File: src/osq_pkg.sv
// package: register map, field layout, reset values and timing for the overload status block
package osq_pkg;
  // register byte offsets
  localparam logic [7:0] A_CTRL       = 8'h00;
  localparam logic [7:0] A_GAIN       = 8'h04;
  localparam logic [7:0] A_OFFSET     = 8'h08;
  localparam logic [7:0] A_BANDWIDTH  = 8'h0C;
  localparam logic [7:0] A_CMD        = 8'h10;
  localparam logic [7:0] A_QSEL       = 8'h14;
  localparam logic [7:0] A_OVL_EVENT  = 8'h18;
  localparam logic [7:0] A_OVL_MASK   = 8'h1C;
  localparam logic [7:0] A_CERR_EVENT = 8'h20;
  localparam logic [7:0] A_CERR_MASK  = 8'h24;
  localparam logic [7:0] A_SRE        = 8'h28;
  localparam logic [7:0] A_STATUS     = 8'h2C;
  localparam logic [7:0] A_LIVE_OVL   = 8'h30;
  localparam logic [7:0] A_LAST_BTN   = 8'h34;
  localparam logic [7:0] A_IRQ_STAT   = 8'h38;
  localparam logic [7:0] A_IRQ_MASK   = 8'h3C;

  // command register bits
  localparam int CMD_RST_BIT = 0;
  localparam int CMD_CLS_BIT = 1;
  // mask write layout: single-bit flag, bit index field, bit value
  localparam int MW_SINGLE_BIT = 8;
  localparam int MW_IDX_LSB    = 16;
  // status byte bit positions
  localparam int SB_OVL_BIT  = 0;
  localparam int SB_MSS_BIT  = 6;
  localparam int SB_CERR_BIT = 7;
  // interrupt status bit positions
  localparam int IRQ_OVL_BIT  = 0;
  localparam int IRQ_BTN_BIT  = 1;
  localparam int IRQ_CERR_BIT = 2;
  localparam int IRQ_SRQ_BIT  = 3;

  // reset values
  localparam logic [15:0] GAIN_RST   = 16'h0064; // +1.00 in hundredths
  localparam logic [15:0] OFFSET_RST = 16'h0000; // 0.000 V in millivolts
  localparam logic [1:0]  BW_RST     = 2'h0;
  localparam logic [2:0]  TERM_RST   = 3'h3;
  // gain magnitude limits (hundredths) for automatic bandwidth
  localparam logic [15:0] BW0_MAX = 16'h00EF; // 2.39
  localparam logic [15:0] BW1_MAX = 16'h01A3; // 4.19
  localparam logic [15:0] BW2_MAX = 16'h03BF; // 9.59

  // service-request pulse timing
  localparam int CLK_PERIOD_PS = 4000;
  localparam int PULSE_MIN_US  = 1;
  localparam int PULSE_CYC     = (PULSE_MIN_US * 1000000 + CLK_PERIOD_PS - 1) / CLK_PERIOD_PS;

  typedef enum logic [1:0] {AP_IDLE = 2'b00, AP_ACC = 2'b01} osq_apb_e;
  typedef enum logic [1:0] {SR_IDLE = 2'b00, SR_PULSE = 2'b01, SR_LATCH = 2'b11} osq_srq_e;

  typedef struct packed {
    logic       pulse_mode;
    logic [2:0] resp_term;
    logic       console;
    logic       token;
    logic       keep_awake;
  } osq_cfg_s;

  typedef struct packed {
    logic       en;
    logic [2:0] idx;
  } osq_qsel_s;
endpackage

File: src/osq_status_query.sv
// overload status query block: apb registers, event latching and service request line
//
// Chosen here: the placing of the registers and the APB slave port.
`timescale 1ns/1ps
module osq_status_query (
  input  wire logic        pclk,
  input  wire logic        presetn,
  input  wire logic [7:0]  paddr,
  input  wire logic        psel,
  input  wire logic        penable,
  input  wire logic        pwrite,
  input  wire logic [31:0] pwdata,
  output logic [31:0]      prdata,
  output logic             pready,
  output logic             pslverr,
  input  wire logic [2:0]  ovl_flags,
  input  wire logic        button_valid,
  input  wire logic [3:0]  button_code,
  input  wire logic [7:0]  comm_err_events,
  output logic             srq_n_o,
  output logic             srq_n_oe,
  output logic             irq,
  output logic             keep_awake,
  output logic             token_reply_mode,
  output logic             echo_console_mode,
  output logic [2:0]       resp_term,
  output logic             pulse_request_mode,
  output logic [15:0]      gain,
  output logic [15:0]      offset,
  output logic [1:0]       bandwidth
);
  osq_pkg::osq_apb_e  ap_state, next_ap_state;
  osq_pkg::osq_srq_e  srq_state, next_srq_state;
  osq_pkg::osq_cfg_s  cfg, next_cfg;
  osq_pkg::osq_qsel_s qsel, next_qsel;
  logic [31:0] next_prdata;
  logic        next_pready, next_pslverr;
  logic [15:0] next_gain, next_offset;
  logic [1:0]  next_bw;
  logic [2:0]  overload_event_register, next_ovl_evt, ovl_prev;
  logic [7:0]  overload_enable_mask, next_ovl_mask;
  logic [7:0]  cerr_evt, next_cerr_evt;
  logic [7:0]  comm_error_enable_mask, next_cerr_mask;
  logic [7:0]  sre, next_sre;
  logic [3:0]  last_button_code, next_btn;
  logic [3:0]  irq_stat, next_irq_stat, irq_mask, next_irq_mask;
  logic        next_irq, req_prev, next_srq_oe;
  logic [7:0]  clr_ovl, next_clr_ovl, clr_cerr, next_clr_cerr;
  logic [3:0]  clr_irq, next_clr_irq;
  logic        clr_btn, next_clr_btn, stb_rel, next_stb_rel;
  logic        acc, wr, timer_start, timer_done, new_req, req_level;
  logic [2:0]  ovl_rise;
  logic [7:0]  status_byte;

  // mask write: whole byte, or one bit picked by index
  function automatic logic [7:0] mask_write(input logic [7:0] old, input logic [31:0] d);
    logic [7:0] m;
    m = old;
    if (d[osq_pkg::MW_SINGLE_BIT]) begin
      m[d[osq_pkg::MW_IDX_LSB +: 3]] = d[0];
    end else begin
      m = d[7:0];
    end
    return m;
  endfunction

  // query view: whole byte, or selected bit in bit 0
  function automatic logic [7:0] sel_bits(input logic [7:0] v, input osq_pkg::osq_qsel_s q);
    return q.en ? {7'h00, v[q.idx]} : v;
  endfunction

  // bits handed back by a query, hence the bits it clears
  function automatic logic [7:0] ret_mask(input osq_pkg::osq_qsel_s q);
    return q.en ? (8'h01 << q.idx) : 8'hFF;
  endfunction

  // bandwidth picked from gain magnitude
  function automatic logic [1:0] bw_for_gain(input logic [15:0] g);
    logic [15:0] a;
    a = g[15] ? 16'(-g) : g;
    if (a <= osq_pkg::BW0_MAX) begin
      return 2'h0;
    end else if (a <= osq_pkg::BW1_MAX) begin
      return 2'h1;
    end else if (a <= osq_pkg::BW2_MAX) begin
      return 2'h2;
    end
    return 2'h3;
  endfunction

  assign acc      = psel && penable && pready;
  assign wr       = acc && pwrite;
  assign ovl_rise = ovl_flags & ~ovl_prev;
  // summary bits and service request level
  assign status_byte = {|(cerr_evt & comm_error_enable_mask), srq_n_oe, 5'h00,
                        |({5'h00, overload_event_register} & overload_enable_mask)};
  assign req_level = |(status_byte & sre & ~(8'h01 << osq_pkg::SB_MSS_BIT));
  assign new_req   = req_level && !req_prev;

  // apb setup phase: decode, fetch read data and note what the access will clear
  always_comb begin
    next_ap_state = osq_pkg::AP_IDLE;
    next_pready   = 1'b0;
    next_pslverr  = 1'b0;
    next_prdata   = prdata;
    next_clr_ovl  = clr_ovl;
    next_clr_cerr = clr_cerr;
    next_clr_btn  = clr_btn;
    next_clr_irq  = clr_irq;
    next_stb_rel  = stb_rel;
    if (ap_state == osq_pkg::AP_IDLE && psel && !penable) begin
      next_ap_state = osq_pkg::AP_ACC;
      next_pready   = 1'b1;
      next_prdata   = 32'h0000_0000;
      next_clr_ovl  = 8'h00;
      next_clr_cerr = 8'h00;
      next_clr_btn  = 1'b0;
      next_clr_irq  = 4'h0;
      next_stb_rel  = 1'b0;
      if (paddr == osq_pkg::A_CTRL) begin
        next_prdata[6:0] = cfg;
      end else if (paddr == osq_pkg::A_GAIN) begin
        next_prdata[15:0] = gain;
      end else if (paddr == osq_pkg::A_OFFSET) begin
        next_prdata[15:0] = offset;
      end else if (paddr == osq_pkg::A_BANDWIDTH) begin
        next_prdata[1:0] = bandwidth;
      end else if (paddr == osq_pkg::A_CMD) begin
        next_prdata = 32'h0000_0000;
      end else if (paddr == osq_pkg::A_QSEL) begin
        next_prdata[3:0] = qsel;
      end else if (paddr == osq_pkg::A_OVL_EVENT) begin
        next_prdata[7:0] = sel_bits({5'h00, overload_event_register}, qsel);
        next_clr_ovl     = pwrite ? 8'h00 : ret_mask(qsel);
      end else if (paddr == osq_pkg::A_OVL_MASK) begin
        next_prdata[7:0] = sel_bits(overload_enable_mask, qsel);
      end else if (paddr == osq_pkg::A_CERR_EVENT) begin
        next_prdata[7:0] = sel_bits(cerr_evt, qsel);
        next_clr_cerr    = pwrite ? 8'h00 : ret_mask(qsel);
      end else if (paddr == osq_pkg::A_CERR_MASK) begin
        next_prdata[7:0] = sel_bits(comm_error_enable_mask, qsel);
      end else if (paddr == osq_pkg::A_SRE) begin
        next_prdata[7:0] = sel_bits(sre, qsel);
      end else if (paddr == osq_pkg::A_STATUS) begin
        next_prdata[7:0] = sel_bits(status_byte, qsel);
        next_stb_rel     = !pwrite && !qsel.en;
      end else if (paddr == osq_pkg::A_LIVE_OVL) begin
        next_prdata[2:0] = ovl_flags;
      end else if (paddr == osq_pkg::A_LAST_BTN) begin
        next_prdata[3:0] = last_button_code;
        next_clr_btn     = !pwrite;
      end else if (paddr == osq_pkg::A_IRQ_STAT) begin
        next_prdata[3:0] = irq_stat;
        next_clr_irq     = pwrite ? 4'h0 : 4'hF;
      end else if (paddr == osq_pkg::A_IRQ_MASK) begin
        next_prdata[3:0] = irq_mask;
      end else begin
        next_pslverr = 1'b1; // unmapped address
      end
    end
  end

  // configuration and mask registers, written at the end of an access
  always_comb begin
    next_cfg       = cfg;
    next_gain      = gain;
    next_offset    = offset;
    next_bw        = bandwidth;
    next_qsel      = qsel;
    next_ovl_mask  = overload_enable_mask;
    next_cerr_mask = comm_error_enable_mask;
    next_sre       = sre;
    next_irq_mask  = irq_mask;
    if (wr && !pslverr) begin
      if (paddr == osq_pkg::A_CTRL) begin
        next_cfg = pwdata[6:0];
      end else if (paddr == osq_pkg::A_GAIN) begin
        next_gain = pwdata[15:0];
        next_bw   = bw_for_gain(pwdata[15:0]);
      end else if (paddr == osq_pkg::A_OFFSET) begin
        next_offset = pwdata[15:0];
      end else if (paddr == osq_pkg::A_BANDWIDTH) begin
        next_bw = pwdata[1:0];
      end else if (paddr == osq_pkg::A_CMD && pwdata[osq_pkg::CMD_RST_BIT]) begin
        next_cfg.keep_awake = 1'b0;
        next_cfg.token      = 1'b0;
        next_gain           = osq_pkg::GAIN_RST;
        next_offset         = osq_pkg::OFFSET_RST;
        next_bw             = osq_pkg::BW_RST;
      end else if (paddr == osq_pkg::A_QSEL) begin
        next_qsel = pwdata[3:0];
      end else if (paddr == osq_pkg::A_OVL_MASK) begin
        next_ovl_mask = mask_write(overload_enable_mask, pwdata);
      end else if (paddr == osq_pkg::A_CERR_MASK) begin
        next_cerr_mask = mask_write(comm_error_enable_mask, pwdata);
      end else if (paddr == osq_pkg::A_SRE) begin
        next_sre = mask_write(sre, pwdata);
      end else if (paddr == osq_pkg::A_IRQ_MASK) begin
        next_irq_mask = pwdata[3:0];
      end
    end
  end

  // sticky event registers: a new event wins over a clear in the same cycle
  always_comb begin
    logic cls;
    cls           = wr && paddr == osq_pkg::A_CMD && pwdata[osq_pkg::CMD_CLS_BIT];
    next_ovl_evt  = overload_event_register;
    next_cerr_evt = cerr_evt;
    next_btn      = last_button_code;
    next_irq_stat = irq_stat;
    if (acc) begin
      next_ovl_evt  = next_ovl_evt & ~clr_ovl[2:0];
      next_cerr_evt = next_cerr_evt & ~clr_cerr;
      next_irq_stat = next_irq_stat & ~clr_irq;
      if (clr_btn) begin
        next_btn = 4'h0;
      end
    end
    if (cls) begin
      next_ovl_evt  = 3'h0;
      next_cerr_evt = 8'h00;
    end
    next_ovl_evt  = next_ovl_evt | ovl_rise;
    next_cerr_evt = next_cerr_evt | comm_err_events;
    if (button_valid) begin
      next_btn = button_code;
    end
    next_irq_stat[osq_pkg::IRQ_OVL_BIT]  = next_irq_stat[osq_pkg::IRQ_OVL_BIT] | (|ovl_rise);
    next_irq_stat[osq_pkg::IRQ_BTN_BIT]  = next_irq_stat[osq_pkg::IRQ_BTN_BIT] | button_valid;
    next_irq_stat[osq_pkg::IRQ_CERR_BIT] = next_irq_stat[osq_pkg::IRQ_CERR_BIT]
                                           | (|comm_err_events);
    next_irq_stat[osq_pkg::IRQ_SRQ_BIT]  = next_irq_stat[osq_pkg::IRQ_SRQ_BIT] | new_req;
    next_irq = |(irq_stat & irq_mask);
  end

  // service request line: latched until a full status query, or a timed pulse
  always_comb begin
    next_srq_state = srq_state;
    timer_start    = 1'b0;
    case (srq_state)
      osq_pkg::SR_IDLE: begin
        if (new_req && cfg.pulse_mode) begin
          next_srq_state = osq_pkg::SR_PULSE;
          timer_start    = 1'b1;
        end else if (new_req) begin
          next_srq_state = osq_pkg::SR_LATCH;
        end
      end
      osq_pkg::SR_PULSE: begin
        if (new_req) begin
          timer_start = 1'b1;
        end else if (timer_done) begin
          next_srq_state = osq_pkg::SR_IDLE;
        end
      end
      default: begin
        if (acc && stb_rel) begin
          next_srq_state = osq_pkg::SR_IDLE;
        end
      end
    endcase
    next_srq_oe = next_srq_state != osq_pkg::SR_IDLE;
  end

  osq_pulse_timer u_timer (
    .pclk    (pclk),
    .presetn (presetn),
    .start   (timer_start),
    .done    (timer_done)
  );

  // state registers
  always_ff @(posedge pclk or negedge presetn) begin
    if (!presetn) begin
      ap_state                <= osq_pkg::AP_IDLE;
      pready                  <= 1'b0;
      pslverr                 <= 1'b0;
      prdata                  <= 32'h0000_0000;
      clr_ovl                 <= 8'h00;
      clr_cerr                <= 8'h00;
      clr_btn                 <= 1'b0;
      clr_irq                 <= 4'h0;
      stb_rel                 <= 1'b0;
      cfg                     <= {1'b0, osq_pkg::TERM_RST, 3'h0};
      gain                    <= osq_pkg::GAIN_RST;
      offset                  <= osq_pkg::OFFSET_RST;
      bandwidth               <= osq_pkg::BW_RST;
      qsel                    <= 4'h0;
      overload_event_register <= 3'h0;
      ovl_prev                <= 3'h0;
      overload_enable_mask    <= 8'h00;
      cerr_evt                <= 8'h00;
      comm_error_enable_mask  <= 8'h00;
      sre                     <= 8'h00;
      last_button_code        <= 4'h0;
      irq_stat                <= 4'h0;
      irq_mask                <= 4'h0;
      irq                     <= 1'b0;
      req_prev                <= 1'b0;
      srq_state               <= osq_pkg::SR_IDLE;
      srq_n_oe                <= 1'b0;
      srq_n_o                 <= 1'b0;
    end else begin
      ap_state                <= next_ap_state;
      pready                  <= next_pready;
      pslverr                 <= next_pslverr;
      prdata                  <= next_prdata;
      clr_ovl                 <= next_clr_ovl;
      clr_cerr                <= next_clr_cerr;
      clr_btn                 <= next_clr_btn;
      clr_irq                 <= next_clr_irq;
      stb_rel                 <= next_stb_rel;
      cfg                     <= next_cfg;
      gain                    <= next_gain;
      offset                  <= next_offset;
      bandwidth               <= next_bw;
      qsel                    <= next_qsel;
      overload_event_register <= next_ovl_evt;
      ovl_prev                <= ovl_flags;
      overload_enable_mask    <= next_ovl_mask;
      cerr_evt                <= next_cerr_evt;
      comm_error_enable_mask  <= next_cerr_mask;
      sre                     <= next_sre;
      last_button_code        <= next_btn;
      irq_stat                <= next_irq_stat;
      irq_mask                <= next_irq_mask;
      irq                     <= next_irq;
      req_prev                <= req_level;
      srq_state               <= next_srq_state;
      srq_n_oe                <= next_srq_oe;
      srq_n_o                 <= 1'b0; // line only ever pulled low
    end
  end

  assign keep_awake         = cfg.keep_awake;
  assign token_reply_mode   = cfg.token;
  assign echo_console_mode  = cfg.console;
  assign resp_term          = cfg.resp_term;
  assign pulse_request_mode = cfg.pulse_mode;

  // helper: length of the current low time on the request line
  logic [9:0] hi_cnt;
  always_ff @(posedge pclk or negedge presetn) begin
    if (!presetn) begin
      hi_cnt <= 10'h000;
    end else begin
      hi_cnt <= srq_n_oe ? 10'(hi_cnt + 10'h001) : 10'h000;
    end
  end

  pulse_len_a: assert property (@(posedge pclk) disable iff (!presetn)
    $fell(srq_n_oe) && $past(srq_state) == osq_pkg::SR_PULSE
    |-> hi_cnt >= 10'(osq_pkg::PULSE_CYC))
    else $error("request pulse shorter than 1 us");
  latch_hold_a: assert property (@(posedge pclk) disable iff (!presetn)
    srq_state == osq_pkg::SR_LATCH && !(acc && stb_rel) |=> srq_n_oe)
    else $error("latched request released without status query");
  ovl_clear_a: assert property (@(posedge pclk) disable iff (!presetn)
    acc && !pwrite && paddr == osq_pkg::A_OVL_EVENT
    |=> (overload_event_register & $past(clr_ovl[2:0]) & ~$past(ovl_rise)) == 3'h0)
    else $error("returned overload bits not cleared");
  btn_clear_a: assert property (@(posedge pclk) disable iff (!presetn)
    acc && clr_btn && !button_valid |=> last_button_code == 4'h0)
    else $error("button code not cleared by query");
  live_query_a: assert property (@(posedge pclk) disable iff (!presetn)
    psel && !penable && ap_state == osq_pkg::AP_IDLE && paddr == osq_pkg::A_LIVE_OVL
    |=> prdata[2:0] == $past(ovl_flags))
    else $error("live overload answer wrong");
  rst_cmd_a: assert property (@(posedge pclk) disable iff (!presetn)
    wr && paddr == osq_pkg::A_CMD && pwdata[osq_pkg::CMD_RST_BIT]
    |=> gain == osq_pkg::GAIN_RST && offset == 16'h0000 && !keep_awake && !token_reply_mode)
    else $error("reset command defaults wrong");
  rst_keep_a: assert property (@(posedge pclk) disable iff (!presetn)
    wr && paddr == osq_pkg::A_CMD
    |=> $stable(pulse_request_mode) && $stable(overload_enable_mask) && $stable(sre)
        && $stable(comm_error_enable_mask) && $stable(echo_console_mode)
        && $stable(resp_term))
    else $error("reset command changed kept settings");
  event_edge_a: assert property (@(posedge pclk) disable iff (!presetn)
    ovl_flags == ovl_prev && !$rose(overload_event_register[0]) ##1 ovl_flags == ovl_prev
    |-> !$rose(overload_event_register[0]))
    else $error("event bit set without new overload edge");
  cerr_mask_a: assert property (@(posedge pclk) disable iff (!presetn)
    wr && paddr == osq_pkg::A_CERR_MASK && !pwdata[osq_pkg::MW_SINGLE_BIT]
    |=> comm_error_enable_mask == $past(pwdata[7:0]))
    else $error("comm error mask write lost");
endmodule

File: src/osq_pulse_timer.sv
// pulse timer: counts out the minimum low time of a service-request pulse
`timescale 1ns/1ps
module osq_pulse_timer (
  input  wire logic pclk,
  input  wire logic presetn,
  input  wire logic start,
  output logic      done
);
  logic [8:0] cnt;
  logic [8:0] next_cnt;

  // reload on start, otherwise run down to zero
  always_comb begin
    next_cnt = cnt;
    if (start) begin
      next_cnt = 9'(osq_pkg::PULSE_CYC);
    end else if (cnt != 9'h000) begin
      next_cnt = cnt - 9'h001;
    end
  end

  always_ff @(posedge pclk or negedge presetn) begin
    if (!presetn) begin
      cnt <= 9'h000;
    end else begin
      cnt <= next_cnt;
    end
  end

  assign done = (cnt == 9'h001) && !start; // last cycle of the pulse
endmodule

File: config.mk
export PLATFORM = sky130hd
export DESIGN_NAME = osq_status_query
export DESIGN_NICKNAME = d
export VERILOG_FILES = /design/src/osq_pkg.sv /design/src/osq_status_query.sv /design/src/osq_pulse_timer.sv
export SDC_FILE = /design/constraint.sdc
export NUM_CORES = 1
export LEC_CHECK = 0
export BUFFER_PORTS_ARGS = -buffer_cell sky130_fd_sc_hd__buf_2
export CAP_MARGIN = 30
export CELL_PAD_IN_SITES_DETAIL_PLACEMENT = 2
export CELL_PAD_IN_SITES_GLOBAL_PLACEMENT = 2
export CORE_MARGIN = 3
export CORE_UTILIZATION = 35
export DETAILED_ROUTE_END_ITERATION = 10
export PLACE_DENSITY = 0.83
export SYNTH_ARGS = -nofsm -noshare
export SYNTH_HDL_FRONTEND = slang
export SYNTH_SLANG_ARGS = --single-unit
File: constraint.sdc
create_clock -name pclk -period 3.65 [get_ports pclk]
set_clock_uncertainty 0.2 [all_clocks]
set_input_delay 0.73 -clock pclk [delete_from_list [all_inputs] [get_ports pclk]]
set_output_delay 0.73 -clock pclk [all_outputs]
set_load 0.01 [all_outputs]
Word level (Yosys, flattened, before mapping)
Index checks and enable logic that the tools add are counted.
- logic and storage cells: 320
- memory bits (read-only): 0
- output and inout port bits: 78
- memories kept: 0
- bits in latches: 0
- bits in registers: 161
- input port bits: 61
- bits in writable memories: 0
- add/sub/neg operators: 2
- equal/unequal tests: 23
- multiply operators: 0
- order comparisons: 6
- reduce and logical (&&, ||, !) cells: 50
- bitwise logic cells: 27
- div/mod/pow operators: 0
- shift-type cells: 1
- muxes and demuxes: 178
- operators with widths (cell ; number):
    $mux W8 ; 34
    $mux W16 ; 10
    $mux W4 ; 27
    $eq A8 B6 Y1 const B ; 8
    $mux W1 ; 61
    $mux W2 ; 18
    $mux W3 ; 11
    $eq A8 B5 Y1 const B ; 4
    $mux W25 ; 1
    $and A8 B8 Y8 ; 3
    $bwmux W8 ; 3
    $reduce_or A8 Y1 ; 3
    $bmux W1 S3 ; 6
    $mux W9 ; 2
    $eq A8 B4 Y1 const B ; 2
    $le A16 B10 Y1 const B ; 1
    $le A16 B8 Y1 const B ; 1
    $le A16 B9 Y1 const B ; 1
    $neg A16 Y16 ; 1
    $logic_and A1 B1 Y1 ; 15
    $reduce_and A5 Y1 ; 3
    $reduce_bool A2 Y1 ; 7
    $ne A2 B2 Y1 const B ; 6
    $reduce_and A11 Y1 ; 1
    other kinds (36) ; 58

Depth between registers and ports, before layout
- depth after elaboration: 24
- mapped depth: 9
- depth with buffers taken out: 8

By module
A second synthesis with hierarchy kept.
- cells, all modules: 825
- area total of the unflattened synthesis: 7793.7 um2
- modules (own cells, without submodules) (module ; instances ; sequential area each (um2) ; area an instance (um2) ; cells each):
    osq_status_query ; 1 ; 3309.4 ; 7278.2 ; 774
    osq_pulse_timer ; 1 ; 225.2 ; 515.5 ; 51

Worst setup path before layout
Ideal clock, no wire load.
- kind: input-to-reg
- start: in pwdata[1]
- end: reg bandwidth[0]
- data arrival time: 2555 ps
- slack: 801 ps
- path buffers: 1
- cell stages on the path: 9
- library setup time: 94 ps
- required time: 3356 ps
- cell sequence: buf_2 > inv_1 > ha_1 > or3b_1 > nor4_1 > mux2i_1 > o32ai_1 > and4_1 > a211oi_1
- cells in the longest elaborated chain, start to end: 11
- elaborated cells on any way between the ends: 15
- classes of those cells: 1 x add/sub; 3 x order compare; 11 x mux
- ends and longest elaborated chain (element ; line ; text):
    start, declared ; osq_status_query.sv:12 ; input wire logic [31:0] pwdata,
    $neg A16 Y16 ; osq_status_query.sv:80 ; a = g[15] ? 16'(-g) : g;
    $mux W16 * ; osq_status_query.sv:80 ;
    $le A16 B10 Y1 ; osq_status_query.sv:85 ; end else if (a <= osq_pkg::BW2_MAX) begin
    $mux W1 ; osq_status_query.sv:85 ;
    $mux W1 ; osq_status_query.sv:83 ; end else if (a <= osq_pkg::BW1_MAX) begin
    $mux W1 ; osq_status_query.sv:81 ; if (a <= osq_pkg::BW0_MAX) begin
    $mux W1 ; osq_status_query.sv:177 ; end else if (paddr == osq_pkg::A_GAIN) begin
    $mux W1 ; osq_status_query.sv:175 ; if (paddr == osq_pkg::A_CTRL) begin
    $mux W1 ; osq_status_query.sv:174 ; if (wr && !pslverr) begin
    $mux W2 * ; osq_status_query.sv:88 ; return 2'h3;
    $mux W2 * ; osq_status_query.sv:177 ;
    end signal, assigned ; osq_status_query.sv:288 ; bandwidth <= osq_pkg::BW_RST;
    end signal, assigned ; osq_status_query.sv:317 ; bandwidth <= next_bw;
    end, declared ; osq_status_query.sv:30 ; output logic [1:0] bandwidth
Every way passes the cells marked *; elsewhere a longest branch is shown, timed or not. The select of a mux whose other input is x is not followed.
A chain may end at the register's enable or synchronous reset.

Worst setup path in the final report
Same ends and word-level chain as after synthesis.

==> results_dict.tcl <==
set metrics [dict create \
    vias 7485 \
    rsz0062_at_grt "no" \
    seq_area_frac_synth 0.447 \
    crit_path_start_kind "primary input" \
    ys_seq_elements 141 \
    grt_use_total 0.258 \
    worstPathCellList "buf_2, inv_1, ha_1, nor3b_1, o21ai_0, a32oi_1, nor2_1, nor4b_1, a211oi_1" \
    numPortBuffers 108 \
    dieArea_mm2 0.0244 \
    slowest_stage "nor3b_1" \
    cts_root_buffer "clkbuf_16" \
    wl_per_cell_um 25.0 \
    nets 1019 \
    antenna_found_initial 0 \
    power_density_mw_per_mm2 398 \
    drtIter0Drc 580 \
    ys.flop_type "dfrtp_1" \
    io_pins 139 \
    max_stage_delay_ns 0.55 \
    start_util 0.359 \
    grt_max_degree 81 \
    r2r_start "ap_state[0]" \
    overflow 0 \
    die_w_um 156 \
    grt_pass1_vias 8100 \
    multi_input_area_mm2 0.00398 \
    dp_cells 1215 \
    synthArstFlopShare 1.00 \
    crit_arrival_ns 3.08 \
    finalHoldViolations 0 \
    tns_ns 0 \
    cts.sinks 141 \
    htreeDepth 4 \
    avgSynthCellArea_um2 9.24 \
    path_buf_inv 2 \
    leakage_uw 0.00428 \
    ir_worst_vdd_v 0.000227 \
    maxSlewHeadroom 0.442 \
    required_ns 3.75 \
    ant_nets 0 \
    end_kind "register" \
    wirelength_um 31300 \
    cts_buffer_depth 2 \
    yosysUniqueCellTypes 78 \
    setup_viol 0 \
    die_y_um 156 \
    gp_congestion 0.887 \
    netlist_area_mm2 0.00791 \
    synth_edf_count 0 \
    area.sequential_mm2 0.00353 \
    status "finished clean" \
    min_from "ovl_flags[0]" \
    final-max-slew-violation-count 0 \
    worst_skew_pair.late_latency_ns 0.45 \
    first_pass_iters 4 \
    cts_tree "done" \
    timing.final.crit_share 0.817 \
    fin_cells 1248 \
    nFillCells 2426 \
    viasPerCell 6.00 \
    crit_family "simple AND/OR/NAND/NOR gates" \
    path_class "in2reg" \
    cts_setup_buffers 0 \
    rows 54 \
    grt_pass1_wl_um 48800 \
    hpwlAfterDp_um 21600 \
    path_clk_slew_ns 0.07 \
    hp-class "in2reg" \
    yosys_warnings 0 \
    n_antenna_cell 0 \
    critPathLaunch "pwdata[1]" \
    max_slew.worst_pin.slew_ns 0.830 \
    cap_violations 0 \
    critPathMaxFanout 5 \
    drive_gt1_frac 0.244 \
    period_minus_slack_ns 2.98 \
    synthCells 856 \
    syn_to_final_growth_pct 17.4 \
    remaining_drc_errors 0 \
    max_clock_freq_mhz 335 \
    cts_resized 0 \
    fp.coreArea_mm2 0.0220 \
    cts-buffers-inserted 17 \
]
-- cells in the mapped netlist, drive strengths merged (5+ instances only) --
cell type / n / area share
nor4b: 7 / 0.014
o2111ai: 5 / 0.0055
or4: 6 / 0.0062
a32oi: 6 / 0.0066
mux2i: 9 / 0.011
nand4: 12 / 0.0095
a22oi: 9 / 0.0085
dfstp: 5 / 0.017
o211ai: 5 / 0.0047
nand3: 39 / 0.025
a221oi: 11 / 0.013
a21oi: 19 / 0.012
clkbuf: 26 / 0.012
a31o: 8 / 0.0089
buf: 47 / 0.036
nor2: 54 / 0.027
o21ai: 70 / 0.044
mux2: 34 / 0.048
nand2b: 10 / 0.0079
nor4: 14 / 0.013
and2: 11 / 0.0087
dfrtp: 136 / 0.43
or3: 5 / 0.0040
xnor2: 8 / 0.0089
nor3: 6 / 0.0044
inv: 19 / 0.0090
nand2: 157 / 0.075
a31oi: 10 / 0.0079
nor2b: 5 / 0.0040
a22o: 15 / 0.017
and3: 6 / 0.0047
o31ai: 12 / 0.011
-- per-stage QoR --
stage / hold WS, ns / setup slack [ns] / util / area, µm² / power (µW)
final: 0.221 / 0.669 / 0.422 / 9290 / 3700
after global routing: 0.210 / 0.469 / 0.422 / 9290 / 3830
after CTS: 0.208 / 0.741 / 0.422 / 9290 / 3720
after detailed placement: 0.269 / 0.435 / 0.395 / 8710 / 1970
after global placement: 0.253 / 0.563 / 0.395 / 8710 / 1960
after floorplan: 0.234 / 0.801 / - / 7970 / 1820
-- kinds of logic (layout without fill, tap and decap cells) --
family	count (synthesis)	count (layout)	share of synthesized area
compound gates	211	211	0.185
xor+xnor	9	9	0.00997
fa+ha+maj	3	3	0.00475
buf+inv	92	188	0.0574
flops	141	141	0.447
mux	47	47	0.0712
other cells	1	17	0.000474
simple gates	352	352	0.224
-- sequential cells by signal, indices dropped and copies added, names as in the netlist, 8 cells and up --
| signal | cells |
|---|---|
| cerr_evt | 8 |
| clr_cerr | 8 |
| comm_error_enable_mask | 8 |
| gain | 16 |
| offset | 16 |
| overload_enable_mask | 8 |
| prdata | 16 |
| sre | 8 |
| u_timer.cnt | 9 |
-- worst paths after layout --
check                               end  slack (ns)  cells after the start
setup / recovery           bandwidth[0]        0.67                      9
hold reg to reg              clr_irq[2]        0.29                      2
setup reg to reg           bandwidth[0]        0.81                      6
min in group asynchronous   cerr_evt[6]        0.52                      2
max in group asynchronous  resp_term[0]        1.93                      3
hold / removal              ovl_prev[0]        0.22                      1
-- area by class of cell --
cell class,instances,share of cell area
repair buffers,137,0.0840
clock buffers,17,0.0458
flip-flops and latches,141,0.381
clock inverters,15,0.0151
well taps,280,0.0377
inverters,19,0.00768
multi-input cells,639,0.429
-- metal layers --
metal | part of all wire | routed length [µm] | GRT usage | vias up
met5 | 0 | 0 | 0 | -
met3 | 0.041 | 1280 | 0.0412 | 56
met2 | 0.50 | 15700 | 0.440 | 228
met1 | 0.43 | 13600 | 0.337 | 3922
li1 | - | - | - | 3279
met4 | 0.023 | 721 | 0.0788 | 0
-- where the power goes --
part           internal [µW]  leakage [µW]  switching, µW
combinational            106       0.00218            237
sequential              1590       0.00183           19.2
clock                    906      0.000271            839
-- layout by cell type (no fill, tap or decap), types with 5 or more instances in the layout --
cell type and count:
mux2_2 33, a31o_2 8, o21ai_0 62, buf_4 27, a31oi_1 10, o31ai_1 12, nand4_1 12, nor3_1 5
dfrtp_1 136, nand2b_1 10, nor2b_1 5, a22o_1 15, and3_1 6, nor4_1 11, nand3_1 39, a32oi_1 6
a221oi_1 10, a22oi_1 9, a21oi_1 19, xnor2_1 8, clkbuf_16 17, mux2i_1 9, dfstp_2 5, conb_1 17
or3_1 5, and2_1 11, inv_8 5, nand2_1 157, nor2_1 52, o211ai_1 5, inv_6 6, o21ai_1 8
or4_1 5, inv_1 18, o2111ai_1 5, buf_2 107
-- timing repair --
action                                  4_1_cts  5_1_grt
endpoints found under the hold margin        26        0
hold buffers                                  1        0
endpoints found under the setup margin        0        0
(Power assumes the default switching activity.)
